`src/include/srs_pkg.sv`:
```
// srs_pkg: constants, command codes and timing counts shared by both
// ends of the refresh scheduling link.
// assumes a 200 MHz system clock at both ends.
package srs_pkg;

   // system clock
   localparam int CLK_PERIOD_PS = 5000;

   // link clock divider: half period in system clock cycles
   localparam int LINK_HALF_CYC = 5;

   // array geometry
   localparam int NUM_BANKS = 8;
   localparam int BANK_W    = 3;
   localparam int CA_W      = 10;

   // timing figures in ns (plain defaults)
   localparam int WHOLE_ARRAY_REFRESH_CYCLE_TIME_NS = 130;
   localparam int SINGLE_BANK_REFRESH_CYCLE_TIME_NS = 60;
   localparam int ROW_PRECHARGE_TIME_NS             = 18;
   localparam int ACTIVATE_TO_ACTIVATE_DELAY_NS     = 10;

   // rolling refresh window at temperature field 011, and refreshes per window
   localparam int       ROLLING_REFRESH_WINDOW_MS = 32;
   localparam logic [2:0] TEMP_FIELD_NOMINAL      = 3'h3;
   localparam int       REFRESHES_PER_WINDOW      = 8192;
   localparam int       AVERAGE_REFRESH_INTERVAL_NS =
      ROLLING_REFRESH_WINDOW_MS * 1000000 / REFRESHES_PER_WINDOW;

   // least times round up, the longest interval rounds down
   localparam logic [7:0] RFCAB_CYC =
      8'((WHOLE_ARRAY_REFRESH_CYCLE_TIME_NS * 1000 + CLK_PERIOD_PS - 1) / CLK_PERIOD_PS);
   localparam logic [7:0] RFCPB_CYC =
      8'((SINGLE_BANK_REFRESH_CYCLE_TIME_NS * 1000 + CLK_PERIOD_PS - 1) / CLK_PERIOD_PS);
   localparam logic [7:0] RP_CYC =
      8'((ROW_PRECHARGE_TIME_NS * 1000 + CLK_PERIOD_PS - 1) / CLK_PERIOD_PS);
   localparam logic [7:0] RRD_CYC =
      8'((ACTIVATE_TO_ACTIVATE_DELAY_NS * 1000 + CLK_PERIOD_PS - 1) / CLK_PERIOD_PS);
   localparam int REFI_CYC = AVERAGE_REFRESH_INTERVAL_NS * 1000 / CLK_PERIOD_PS;

   // postpone / pull-in limits
   localparam int MAX_POSTPONE = 8;
   localparam int MAX_PULLIN   = 8;

   // command/address field positions
   localparam int SCOPE_BIT = 3;
   localparam int ALL_BIT   = 4;
   localparam int BANK_LSB  = 7;

   // command codes, ca0 in bit 0
   localparam logic [2:0] CA_REF   = 3'h4;
   localparam logic [1:0] CA_ACT   = 2'h2;
   localparam logic [3:0] CA_PRE   = 4'hB;
   localparam logic [2:0] CA_READ  = 3'h5;
   localparam logic [2:0] CA_WRITE = 3'h1;
   localparam logic [9:0] CA_RESET = 10'h3F0;

   typedef enum logic [2:0] {
      SRS_REF_PB, SRS_REF_AB, SRS_ACT, SRS_PRE, SRS_PRE_ALL,
      SRS_RESET, SRS_SR_ENTER, SRS_SR_EXIT
   } srs_cmd_e;

   typedef logic [7:0] srs_tmr_t;

endpackage

```
`src/include/srs_link_if.sv`:
```
// srs_link_if: command/address link between controller and memory device.
// the controller makes the link clock; the device samples everything.
`timescale 1ns/1ps
`default_nettype none
interface srs_link_if;
   logic        ck;
   logic        cke;
   logic        cs_n;
   logic [9:0]  ca;

   modport ctrl (output ck, output cke, output cs_n, output ca);
   modport dev  (input ck, input cke, input cs_n, input ca);
endinterface
`default_nettype wire

```
`src/rtl/srs_ctrl_end.sv`:
```
// srs_ctrl_end: memory-controller end; makes the link clock, issues
// refresh and bank commands, mirrors the device bank counter and keeps
// the postpone / pull-in bookkeeping.
// assumes the user holds a request until cmd_ready.
`timescale 1ns/1ps
`default_nettype none
// Notes on behaviour
// - refresh is cs low, ca 0,0,1.
// - scope bit low single bank, high all.
// - device targets banks round robin zero to seven.
// - reset and self refresh exit zero counters.
// - whole array refresh zeroes both counters.
// - controller tracks target, refreshes idle bank only.
// - single bank refresh waits four spacing delays.
// - only refreshed bank blocked; returns idle.
// - after single bank refresh honour spacing delays.
// - all banks idle before whole array refresh.
// - no whole array refresh with open bank.
// - whole array refresh waits three delays.
// - whole array refresh idles banks, then wait.
// - only no-operation during refresh cycle time.
// - at most eight postponed; nine intervals max.
// - eight pulled in give credit, no more.
// - at most sixteen refreshes per two intervals.
// - sixty-four single bank postponed or pulled in.
// - minimum refreshes inside each 32 ms window.
// - eight single bank refreshes equal one whole.
// - postponed count frozen in self refresh.
// - extra refresh after exit before re-entry.
module srs_ctrl_end import srs_pkg::*; #(
   parameter int REFI = REFI_CYC
) (
   // system
   input  wire logic                 clk,
   input  wire logic                 rstn,
   // command request
   input  wire logic                 cmd_valid,
   input  wire srs_cmd_e             cmd_kind,
   input  wire logic [BANK_W-1:0]    cmd_bank,
   output logic                      cmd_ready,
   // refresh bookkeeping
   output logic [BANK_W-1:0]         pb_target,
   output logic signed [4:0]         refresh_debt,
   output logic                      refresh_urgent,
   output logic                      refresh_overdue,
   output logic                      self_refresh,
   output logic                      extra_refresh_due,
   // link
   srs_link_if.ctrl                  link
);

   localparam int REFI_W = $clog2(REFI + 1);

   if (REFI < 1 || LINK_HALF_CYC < 2) begin : g_chk
      $error("srs_ctrl_end: refresh interval or link divider out of range");
   end

   logic [3:0]           div_cnt;
   logic                 ck_q;
   logic                 slot;
   logic                 legal;
   logic                 take;
   logic                 quiet;
   logic                 pull_ok;
   logic                 all_idle;
   logic                 rp_all_done;
   logic                 pb_wrap;
   logic                 credit;
   logic                 tick;
   logic [REFI_W-1:0]    refi_cnt;
   srs_tmr_t             ab_t;
   srs_tmr_t             pb_t;
   srs_tmr_t             rrd_t;
   logic [BANK_W-1:0]    pb_last;
   srs_tmr_t             rp_t [NUM_BANKS];
   logic [NUM_BANKS-1:0] open;
   logic [NUM_BANKS-1:0] rp_done;
   logic [9:0]           next_ca;

   // link clock divider; commands launch as ck falls
   always_ff @(posedge clk or negedge rstn) begin
      if (!rstn) begin
         div_cnt <= '0;
         ck_q    <= 1'b0;
      end else if (div_cnt == 4'(LINK_HALF_CYC - 1)) begin
         div_cnt <= '0;
         ck_q    <= !ck_q;
      end else begin
         div_cnt <= div_cnt + 4'h1;
      end
   end

   assign slot      = ck_q && (div_cnt == 4'(LINK_HALF_CYC - 1));
   assign take      = cmd_valid && cmd_ready;
   assign quiet     = (ab_t == '0);
   assign pull_ok   = (refresh_debt > -5'sd8);
   assign all_idle  = (open == '0);
   assign rp_all_done = (rp_done == '1);

   // legality of the pending request
   always_comb begin
      legal = 1'b0;
      unique case (cmd_kind)
         SRS_REF_PB:   legal = quiet && pb_t == '0 && rrd_t == '0
                               && rp_done[pb_target] && !open[pb_target]
                               && pull_ok;
         SRS_REF_AB:   legal = quiet && pb_t == '0 && rp_all_done
                               && all_idle && pull_ok;
         SRS_ACT:      legal = quiet && rrd_t == '0 && !open[cmd_bank]
                               && rp_done[cmd_bank]
                               && !(pb_t != '0 && pb_last == cmd_bank);
         SRS_PRE:      legal = quiet;
         SRS_PRE_ALL:  legal = quiet;
         SRS_RESET:    legal = quiet;
         SRS_SR_ENTER: legal = quiet && pb_t == '0 && all_idle
                               && !extra_refresh_due;
         SRS_SR_EXIT:  legal = 1'b0;
      endcase
      if (self_refresh)
         legal = (cmd_kind == SRS_SR_EXIT);
   end

   assign cmd_ready = slot && legal;

   // command encoding
   always_comb begin
      next_ca = '0;
      unique case (cmd_kind)
         SRS_REF_PB:   next_ca[2:0] = CA_REF;
         SRS_REF_AB:   begin
            next_ca[2:0]       = CA_REF;
            next_ca[SCOPE_BIT] = 1'b1;
         end
         SRS_SR_ENTER: next_ca[2:0] = CA_REF;
         SRS_ACT:      begin
            next_ca[1:0]                  = CA_ACT;
            next_ca[BANK_LSB +: BANK_W]   = cmd_bank;
         end
         SRS_PRE:      begin
            next_ca[3:0]                  = CA_PRE;
            next_ca[BANK_LSB +: BANK_W]   = cmd_bank;
         end
         SRS_PRE_ALL:  begin
            next_ca[3:0]       = CA_PRE;
            next_ca[ALL_BIT]   = 1'b1;
         end
         SRS_RESET:    next_ca = CA_RESET;
         SRS_SR_EXIT:  next_ca = '0;
      endcase
   end

   // link drive; a slot with no command sends no-operation
   always_ff @(posedge clk or negedge rstn) begin
      if (!rstn) begin
         link.cs_n <= 1'b1;
         link.ca   <= '0;
      end else if (take) begin
         link.cs_n <= (cmd_kind == SRS_SR_EXIT);
         link.ca   <= next_ca;
      end else if (slot) begin
         link.cs_n <= 1'b1;
         link.ca   <= '0;
      end
   end

   always_ff @(posedge clk or negedge rstn) begin
      if (!rstn)
         link.cke <= 1'b1;
      else if (take && cmd_kind == SRS_SR_ENTER)
         link.cke <= 1'b0;
      else if (take && cmd_kind == SRS_SR_EXIT)
         link.cke <= 1'b1;
   end

   assign link.ck = ck_q;

   always_ff @(posedge clk or negedge rstn) begin
      if (!rstn)
         self_refresh <= 1'b0;
      else if (take && cmd_kind == SRS_SR_ENTER)
         self_refresh <= 1'b1;
      else if (take && cmd_kind == SRS_SR_EXIT)
         self_refresh <= 1'b0;
   end

   // mirror of the device bank counter
   always_ff @(posedge clk or negedge rstn) begin
      if (!rstn)
         pb_target <= '0;
      else if (take && (cmd_kind == SRS_RESET || cmd_kind == SRS_SR_EXIT))
         pb_target <= '0;
      else if (take && cmd_kind == SRS_REF_AB)
         pb_target <= '0;
      else if (take && cmd_kind == SRS_REF_PB)
         pb_target <= pb_target + 3'h1;
   end

   // spacing timers; exit reuses the whole-array guard as a settle time
   always_ff @(posedge clk or negedge rstn) begin
      if (!rstn)
         ab_t <= '0;
      else if (take && (cmd_kind == SRS_REF_AB || cmd_kind == SRS_SR_EXIT))
         ab_t <= RFCAB_CYC;
      else if (ab_t != '0)
         ab_t <= ab_t - 8'h01;
   end

   always_ff @(posedge clk or negedge rstn) begin
      if (!rstn) begin
         pb_t    <= '0;
         pb_last <= '0;
      end else if (take && cmd_kind == SRS_REF_PB) begin
         pb_t    <= RFCPB_CYC;
         pb_last <= pb_target;
      end else if (pb_t != '0) begin
         pb_t    <= pb_t - 8'h01;
      end
   end

   always_ff @(posedge clk or negedge rstn) begin
      if (!rstn)
         rrd_t <= '0;
      else if (take && (cmd_kind == SRS_ACT || cmd_kind == SRS_REF_PB))
         rrd_t <= RRD_CYC;
      else if (rrd_t != '0)
         rrd_t <= rrd_t - 8'h01;
   end

   // per-bank precharge timer and open-row mirror
   for (genvar b = 0; b < NUM_BANKS; b++) begin : g_bank
      always_ff @(posedge clk or negedge rstn) begin
         if (!rstn)
            rp_t[b] <= '0;
         else if (take && (cmd_kind == SRS_PRE_ALL
                  || (cmd_kind == SRS_PRE && cmd_bank == BANK_W'(b))))
            rp_t[b] <= RP_CYC;
         else if (rp_t[b] != '0)
            rp_t[b] <= rp_t[b] - 8'h01;
      end

      always_ff @(posedge clk or negedge rstn) begin
         if (!rstn)
            open[b] <= 1'b0;
         else if (take && (cmd_kind == SRS_PRE_ALL || cmd_kind == SRS_RESET
                  || (cmd_kind == SRS_PRE && cmd_bank == BANK_W'(b))))
            open[b] <= 1'b0;
         else if (take && cmd_kind == SRS_ACT && cmd_bank == BANK_W'(b))
            open[b] <= 1'b1;
      end

      assign rp_done[b] = (rp_t[b] == '0);
   end

   // interval ticker; halted in self refresh so the count stays frozen
   always_ff @(posedge clk or negedge rstn) begin
      if (!rstn)
         refi_cnt <= '0;
      else if (self_refresh)
         refi_cnt <= refi_cnt;
      else if (refi_cnt == REFI_W'(REFI - 1))
         refi_cnt <= '0;
      else
         refi_cnt <= refi_cnt + REFI_W'(1);
   end

   assign tick    = !self_refresh && (refi_cnt == REFI_W'(REFI - 1));
   assign pb_wrap = take && cmd_kind == SRS_REF_PB && pb_target == 3'h7;
   assign credit  = (take && cmd_kind == SRS_REF_AB) || pb_wrap;

   // owed refreshes: positive postponed, negative pulled in
   always_ff @(posedge clk or negedge rstn) begin
      if (!rstn) begin
         refresh_debt    <= '0;
         refresh_overdue <= 1'b0;
      end else begin
         refresh_overdue <= tick && !credit && refresh_debt == 5'sd8;
         if (tick && !credit && refresh_debt < 5'sd8)
            refresh_debt <= refresh_debt + 5'sd1;
         else if (credit && !tick)
            refresh_debt <= refresh_debt - 5'sd1;
      end
   end

   assign refresh_urgent = (refresh_debt >= 5'sd8);

   // one extra refresh owed after each self refresh exit
   always_ff @(posedge clk or negedge rstn) begin
      if (!rstn)
         extra_refresh_due <= 1'b0;
      else if (take && cmd_kind == SRS_SR_EXIT)
         extra_refresh_due <= 1'b1;
      else if (credit)
         extra_refresh_due <= 1'b0;
   end

endmodule
`default_nettype wire

```
`src/flat_wrapper.sv`:
```
// flat-port wrapper written by rule: the top's interface ports become plain ports
module srs_ctrl_end_flat import srs_pkg::*;
#(
   parameter int REFI = REFI_CYC
)
  (clk, rstn, cmd_valid, cmd_kind, cmd_bank, cmd_ready, pb_target, refresh_debt, refresh_urgent, refresh_overdue, self_refresh, extra_refresh_due, link_ck, link_cke, link_cs_n, link_ca);
  srs_link_if link_i ();
  input  wire logic clk;
  input  wire logic rstn;
  input  wire logic cmd_valid;
  input  wire srs_cmd_e cmd_kind;
  input  wire logic [BANK_W-1:0] cmd_bank;
  output logic cmd_ready;
  output logic [BANK_W-1:0] pb_target;
  output logic signed [4:0] refresh_debt;
  output logic refresh_urgent;
  output logic refresh_overdue;
  output logic self_refresh;
  output logic extra_refresh_due;
  output wire logic [$bits(link_i.ck)-1:0] link_ck;
  output wire logic [$bits(link_i.cke)-1:0] link_cke;
  output wire logic [$bits(link_i.cs_n)-1:0] link_cs_n;
  output wire logic [$bits(link_i.ca)-1:0] link_ca;
  assign link_ck = link_i.ck;
  assign link_cke = link_i.cke;
  assign link_cs_n = link_i.cs_n;
  assign link_ca = link_i.ca;
  srs_ctrl_end #(.REFI(REFI)) u_core (.clk(clk), .rstn(rstn), .cmd_valid(cmd_valid), .cmd_kind(cmd_kind), .cmd_bank(cmd_bank), .cmd_ready(cmd_ready), .pb_target(pb_target), .refresh_debt(refresh_debt), .refresh_urgent(refresh_urgent), .refresh_overdue(refresh_overdue), .self_refresh(self_refresh), .extra_refresh_due(extra_refresh_due), .link(link_i));
endmodule
```
`config.mk`:
```
export PLATFORM = sky130hd
export DESIGN_NAME = srs_ctrl_end_flat
export DESIGN_NICKNAME = d
export VERILOG_FILES = /design/src/include/srs_pkg.sv /design/src/include/srs_link_if.sv /design/src/rtl/srs_ctrl_end.sv /design/src/flat_wrapper.sv
export SDC_FILE = /design/constraint.sdc
export NUM_CORES = 1
export LEC_CHECK = 0
export ABC_AREA = 1
export BUFFER_PORTS_ARGS = -buffer_cell sky130_fd_sc_hd__clkbuf_2
export CORE_MARGIN = 10
export CORE_UTILIZATION = 25
export DETAILED_ROUTE_END_ITERATION = 10
export GPL_ROUTABILITY_DRIVEN = 0
export PLACE_DENSITY_LB_ADDON = 0.08
export SLEW_MARGIN = 15
export SYNTH_ARGS = -nofsm -noshare
export SYNTH_HDL_FRONTEND = slang
export SYNTH_SLANG_ARGS = --single-unit
```
`constraint.sdc`:
```
create_clock -name clk -period 3.1 [get_ports clk]
set_input_delay 0.465 -clock clk [delete_from_list [all_inputs] [get_ports clk]]
set_output_delay 0.465 -clock clk [all_outputs]
set_load 0.01 [all_outputs]
```
==> impl_metrics.toml, run 1 <==
[global_routing]
antenna_found_initial = 0
grt-ovfl-total = 0
grt_pass1_wl_mm = 35.0
grt_max_degree = 53
grt_pass1_vias = 6549
track_usage_pct = 11.3

[power]
p_per_area_nw_per_um2 = 789
ir_drop_uv = 371
total_power_mw = 7.74
p_leak_nw = 4.97

[yosys]
synthMuxAreaShare_pct = 0.192
yosys_register_bits = 136
avgSynthCellArea_sq_um = 7.82
syn_nets = 1039
synthAdderAreaFrac_pct = 5.22
yosysUniqueCellTypes = 47
ys_warn_count = 0
yosys.area_share.xor_xnor_pct = 4.49
ys.flop_type = "dfrtp_1"
yosysSeqAreaShare_pct = 43.6
postSynthCellCount = 998
async_flop_share_pct = 100
synth_area_sq_um = 7810
synth_top_family_by_area = "simple AND/OR/NAND/NOR gates"
synth_compound_gate_area_share_pct = 11.4
yosys.area_share.simple_pct = 24.1
synth-edff-count = 0

[clocking]
insertion_delay_ns = 0.44
cts_hold_buf = 0
cts_tree = "built"
cts.sinks = 136
cts-buffers-inserted = 17
root_buffer = "clkbuf_16"
htree_levels = 4
clk_pin_slew_ns = 0.06
ctsLongestPathBuffers = 2

[timing]
fin_crit_sh_pct = 97.3
layout_min_cycle_time_ns = 3.02
rsz0062_at_grt = "yes"
tightest_slew_ns = 0.554
fin_worst_skew_ns = 0.0129
hold_viol_final = 1
timing.hold.ws_ns = -0.00416
slew_headroom_pct = 63.0
finalMaxSlewViolations = 0
setup_viol = 0
timing.fmax_mhz = 331

[place]
dpl.hpwl_mm = 16.1
placed_area_sq_um = 8960
io_buffers = 34

[floorplanning]
ios = 35
dieHeight_um = 197
die_w_um = 197
initial_core_util_pct = 25.5
core_region_area_sq_um = 30700
die_area_sq_um = 38700
rows = 64

[setup_path]
cp_top_family = "simple AND/OR/NAND/NOR gates"
r2r_start = "u_core.rp_t[41]$_DFFE_PN0P_"
rr_worst_depth = 27
crit_path_max_fanout = 4
cp.depth = 27
ff2ff_setup_slack_ns = 0.08
path_buf_inv = 7
cp-start-kind = "flip-flop"
worstSetupEndpointType = "flip-flop"
worstSetupPathType = "reg2reg"
cp.arrival_ns = 3.35
r2r-end = "u_core.refresh_debt[4]$_DFFE_PN0P_"
cpMaxStageDelayCell = "dfrtp_1"
crit_path_max_incr_delay_ns = 0.38
cp_common_cell = "nand2_1"
required_ns = 3.43

[detailed_routing]
drtIter0Drc = 328
wl_per_cell_um = 14.0
drtAntennaViolNets = 0
first_pass_iters = 5
viasPerCell = 4.30
drc = 0
via_count = 6561
drt_wl_total_mm = 21.3

[final_layout]
final_layout_size_suffix_gt1_share_pct = 20.6
n_antenna_cell = 0
areaGrowthSynthToFinish_pct = 25.5
final_design_area_no_fill_sq_um = 9800
final_nets = 1158

[min_path]
hold_path_class = "in2async"

[run_status]
status = "finished with violations"
violations = "negative hold slack"

[job]
drv_cap = 0
-- worst reg2reg max path, stage by stage, from the launching register on --
cell and delay (ns):
dfrtp_1 0.38, inv_2 0.08, ha_4 0.13, inv_2 0.03
nor3_2 0.19, buf_4 0.14, nand3_1 0.06, nand2_1 0.09
a21oi_1 0.07, nand2_1 0.08, nand3_1 0.07, nand2_1 0.06
nand2_1 0.05, nand2_1 0.06, nand2_2 0.07, a21oi_4 0.15
nand4_1 0.16, nand3_2 0.17, inv_2 0.05, fa_2 0.36
inv_2 0.07, a31oi_4 0.09, inv_2 0.06, nand2_2 0.04
nand2_1 0.05, nand2_1 0.04, nand2_1 0.05, inv_1 0.03
-- cells in the final DEF, fill, tap and decap left out, types with 11 or more instances in the layout --
| master | instances |
|---|---|
| o21ai_0 | 43 |
| dfrtp_1 | 134 |
| inv_1 | 195 |
| nand3_1 | 72 |
| nor3_1 | 25 |
| nor2_4 | 12 |
| nor2_1 | 97 |
| nand4_1 | 11 |
| clkbuf_16 | 17 |
| xor2_1 | 26 |
| ha_1 | 25 |
| nor2_2 | 11 |
| a31oi_1 | 19 |
| a21oi_1 | 30 |
| clkbuf_2 | 33 |
| xnor2_1 | 14 |
| inv_2 | 16 |
| o211ai_1 | 18 |
| buf_4 | 73 |
| nand2_1 | 159 |
-- flip-flops by register name, indices dropped and copies added (netlist names), 3 cells and up --
| register | cells |
|---|---|
| u_core.ab_t | 8 |
| u_core.div_cnt | 4 |
| u_core.link.ca | 9 |
| u_core.open | 8 |
| u_core.pb_last | 3 |
| u_core.pb_t | 8 |
| u_core.pb_target | 3 |
| u_core.refi_cnt | 10 |
| u_core.refresh_debt | 5 |
| u_core.rp_t | 64 |
| u_core.rrd_t | 8 |
-- logic make-up after synthesis --
| logic type | Yosys count |
|---|---|
| mux | 1 |
| simple gates | 422 |
| xor+xnor | 40 |
| buf+inv | 223 |
| fa+ha+maj | 32 |
| flops | 136 |
| compound gates | 144 |
-- per-layer routing --
| metal | share of wire (%) | vias up | GRT usage [%] |
|---|---|---|---|
| li1 | - | 3419 | - |
| met1 | 50 | 3069 | 15.2 |
| met2 | 46 | 64 | 17.6 |
| met3 | 3.5 | 9 | 2.90 |
| met4 | 0.87 | 0 | 3.17 |
| met5 | 0 | - | 0 |
-- per-stage QoR --
| stage | setup TNS, ns | worst slack, ns | util [%] | std cells | hold WS (ns) |
|---|---|---|---|---|---|
| 6_report | 0 | 0.0834 | 32.0 | 1526 | -0.00416 |
| 5_1_grt | -0.474 | -0.165 | 32.0 | 1526 | 0.0297 |
| 4_1_cts | 0 | 0.0288 | 31.1 | 1521 | 0.00333 |
| 3_5_place_dp | -0.0386 | -0.0386 | 29.2 | 1489 | 0.461 |
| 3_3_place_gp | -0.0578 | -0.0470 | 29.2 | 1489 | 0.461 |
| 2_1_floorplan | 0 | 0.0592 | - | 998 | 0.169 |
-- repair_timing --
item / in CTS / in global routing
gates resized for setup: 2 / 60
endpoints found under the hold margin: 0 / 0
endpoints found under the setup margin: 1 / 70
setup buffers: 0 / 5
pin swaps: 0 / 27
-- final cells by class --
| cell class | instances | area [sq um] |
|---|---|---|
| Timing Repair Buffer | 108 | 744 |
| Tap cell | 396 | 495 |
| Multi-Input combinational cell | 639 | 3770 |
| Sequential cell | 136 | 3410 |
| Clock buffer | 19 | 453 |
| Inverter | 215 | 808 |
| Fill cell | 3290 | 20900 |
| Clock inverter | 13 | 120 |
-- how the worst max path moves through the flow --
stage	start	endpoint	slack (ns)
6_report	u_core.rp_t[41]$_DFFE_PN0P_	u_core.refresh_debt[4]$_DFFE_PN0P_	0.08
5_1_grt	u_core.rp_t[40]$_DFFE_PN0P_	u_core.refresh_debt[4]$_DFFE_PN0P_	-0.16
4_1_cts	u_core.rp_t[25]$_DFFE_PN0P_	u_core.refresh_debt[4]$_DFFE_PN0P_	0.03
3_5_place_dp	u_core.rp_t[25]$_DFFE_PN0P_	u_core.refresh_debt[4]$_DFFE_PN0P_	-0.04
3_3_place_gp	u_core.rp_t[25]$_DFFE_PN0P_	u_core.refresh_debt[4]$_DFFE_PN0P_	-0.05
2_1_floorplan	u_core.rp_t[40]$_DFFE_PN0P_	u_core.refresh_debt[4]$_DFFE_PN0P_	0.06
-- synth_stat cells (all sizes together) (4+ instances only) --
| cell | count | share of area [%] |
|---|---|---|
| o21ai | 56 | 3.9 |
| nand4 | 12 | 1.0 |
| dfrtp | 134 | 43 |
| buf | 6 | 0.53 |
| nand2 | 171 | 8.4 |
| nor4 | 4 | 0.32 |
| xor2 | 26 | 2.9 |
| ha | 31 | 5.0 |
| a31oi | 20 | 1.6 |
| nor3 | 30 | 2.1 |
| inv | 211 | 10 |
| clkinv | 4 | 0.21 |
| a21oi | 34 | 2.5 |
| nand3 | 78 | 5.0 |
| xnor2 | 14 | 1.6 |
| nor2 | 120 | 6.6 |
| o31ai | 7 | 0.67 |
| o211ai | 18 | 1.7 |
-- where the power goes --
group	leakage [nW]	total, mW	switching [mW]	internal, mW
sequential	1.67	2.91	0.500	2.41
clock	0.277	2.01	0.853	1.15
combinational	3.02	2.82	1.55	1.27
No activity file was read; power rests on OpenSTA's default activity.
==> inputs of run 2 (changes only) <==
- PLACE_DENSITY_LB_ADDON: 0.08 -> default
==> impl_metrics.toml, run 2 (synthesis results as in run 1) <==
[clocking]
cts.sinks = 136
cts_hold_buf = 0
cts_tree = "built"
insertion_delay_ns = 0.43
cts-buffers-inserted = 17
root_buffer = "clkbuf_16"
clk_pin_slew_ns = 0.06
htree_levels = 4
ctsLongestPathBuffers = 2

[global_routing]
grt_pass1_vias = 6437
grt-ovfl-total = 0
grt_pass1_wl_mm = 31.1
grt_max_degree = 60
track_usage_pct = 9.70
antenna_found_initial = 0

[place]
dpl_worst_slack_ns = 0.0160
placed_cells = 1471
placed_area_sq_um = 8830
io_buffers = 34
dpl.hpwl_mm = 13.7

[timing]
setup_viol = 0
slew_headroom_pct = 60.8
fin_crit_sh_pct = 99.6
layout_min_cycle_time_ns = 3.09
hold_viol_final = 0
fin_worst_skew_ns = 0.00998
fin_ws_ns = 0.0113
finalMaxSlewViolations = 0
rsz0062_at_grt = "yes"
tightest_slew_ns = 0.585
timing.fmax_mhz = 324

[floorplanning]
ios = 35
core_region_area_sq_um = 30700
die_w_um = 197
initial_core_util_pct = 25.5
die_area_sq_um = 38700
rows = 64
dieHeight_um = 197

[final_layout]
regMostFlops = "u_core.rp_t"
mostFrequentLayoutCell = "inv_1"
final_nets = 1140
n_antenna_cell = 0
largest_reg_flops = 64
largestRegisters = "u_core.rp_t: 64 flops, u_core.refi_cnt: 10 flops, u_core.link.ca: 9 flops"
fin_cells = 1508
final_design_area_no_fill_sq_um = 9620
fillers = 3203
areaGrowthSynthToFinish_pct = 23.2
final_cell_mix = "199 x inv_1, 165 x nand2_1, 134 x dfrtp_1, 98 x nor2_1, 75 x nand3_1"
final_layout_size_suffix_gt1_share_pct = 17.4

[power]
switching_share_pct = 35.9
p_int_mw = 4.88
p_per_area_nw_per_um2 = 791
switchingPower_mw = 2.73
power_frac_clock_pct = 27.5
seq_power_share_pct = 38.2
p_leak_nw = 4.91
ir_drop_uv = 327
combinationalPowerShare_pct = 34.3

[detailed_routing]
via_count = 6596
wl_per_cell_um = 12.0
drc = 0
drtIter0Drc = 383
drtAntennaViolNets = 0
viasPerCell = 4.37
drt_wl_total_mm = 18.2
first_pass_iters = 4

[setup_path]
worstSetupEndpointType = "flip-flop"
worstSetupPathType = "reg2reg"
rr_worst_depth = 21
ff2ff_setup_slack_ns = 0.01
crit_path_max_fanout = 5
cp.arrival_ns = 3.40
cp-start-kind = "flip-flop"
r2r-end = "u_core.refresh_debt[2]$_DFFE_PN0P_"
r2r_start = "u_core.rp_t[9]$_DFFE_PN0P_"
required_ns = 3.41

[min_path]
hold_path_class = "in2async"

[job]
drv_cap = 0

[run_status]
status = "finished, final reports clean"
==> run 2: stage by stage <==
step / setup TNS, ns / util (%) / power [mW] / hold slack, ns
after floorplan: 0 / - / 4.77 / 0.169
after global placement: 0 / 28.8 / 5.37 / 0.445
after detailed placement: 0 / 28.8 / 5.46 / 0.461
after CTS: 0 / 30.8 / 7.62 / 0.0369
after global routing: -0.594 / 31.4 / 8.32 / 0.0389
final: 0 / 31.4 / 7.61 / 0.00795
==> run 2: layout make-up <==
cell class / instances / area [sq um] / share of cell area (%)
multi-input cells: 639 / 3670 / 38.1
flip-flops and latches: 136 / 3410 / 35.4
inverters: 215 / 812 / 8.44
repair buffers: 90 / 626 / 6.50
well taps: 396 / 495 / 5.15
clock buffers: 21 / 470 / 4.89
clock inverters: 11 / 145 / 1.51
==> run 2: critical path, stage by stage, from the launching register on <==
cell and delay [ns]:
dfrtp_1 0.40, inv_1 0.08, ha_1 0.15, nand2_1 0.07
nor3_2 0.23, nand2_1 0.10, nor2_2 0.12, nand3_2 0.09
a21oi_2 0.13, nand2_1 0.06, nand2_1 0.07, nand2_2 0.08
a21oi_4 0.15, nand4_1 0.15, nand3_2 0.18, inv_2 0.06
fa_2 0.37, buf_4 0.15, buf_6 0.11, xnor2_2 0.11
nand2_1 0.06, o21ai_1 0.06
==> run 2: worst max-delay path by stage <==
stage,end,cells after the start,from
detailed placement,u_core.refresh_debt[4]$_DFFE_PN0P_,24,u_core.rp_t[25]$_DFFE_PN0P_
floorplan,u_core.refresh_debt[4]$_DFFE_PN0P_,25,u_core.rp_t[40]$_DFFE_PN0P_
global route,u_core.refresh_debt[4]$_DFFE_PN0P_,24,u_core.pb_t[0]$_DFFE_PN0P_
finish,u_core.refresh_debt[2]$_DFFE_PN0P_,21,u_core.rp_t[9]$_DFFE_PN0P_
CTS,u_core.refresh_debt[4]$_DFFE_PN0P_,25,u_core.rp_t[40]$_DFFE_PN0P_
global placement,u_core.refresh_debt[4]$_DFFE_PN0P_,23,cmd_bank[1]
==> run 2: what timing repair did <==
item / in CTS / in global routing
setup buffers: 0 / 6
gates resized for setup: 2 / 32
pin swaps: 0 / 17
endpoints found under the setup margin: 1 / 91
gates cloned: 0 / 0
==> run 2: power groups by stage <==
stage	clock, mW	combinational, mW	sequential [mW]
2_1_floorplan	0	1.95	2.82
3_3_place_gp	0	2.46	2.91
3_5_place_dp	0	2.54	2.91
4_1_cts	2.15	2.57	2.90
5_1_grt	2.23	3.09	3.00
6_report	2.09	2.61	2.91
==> run 2: per-layer routing <==
layer | track usage, % | share of wire (%) | vias up
li1 | - | - | 3394
met1 | 12.6 | 48 | 3067
met2 | 15.2 | 46 | 113
met3 | 2.99 | 5.1 | 22
met4 | 2.69 | 1.4 | 0
met5 | 0 | 0 | -
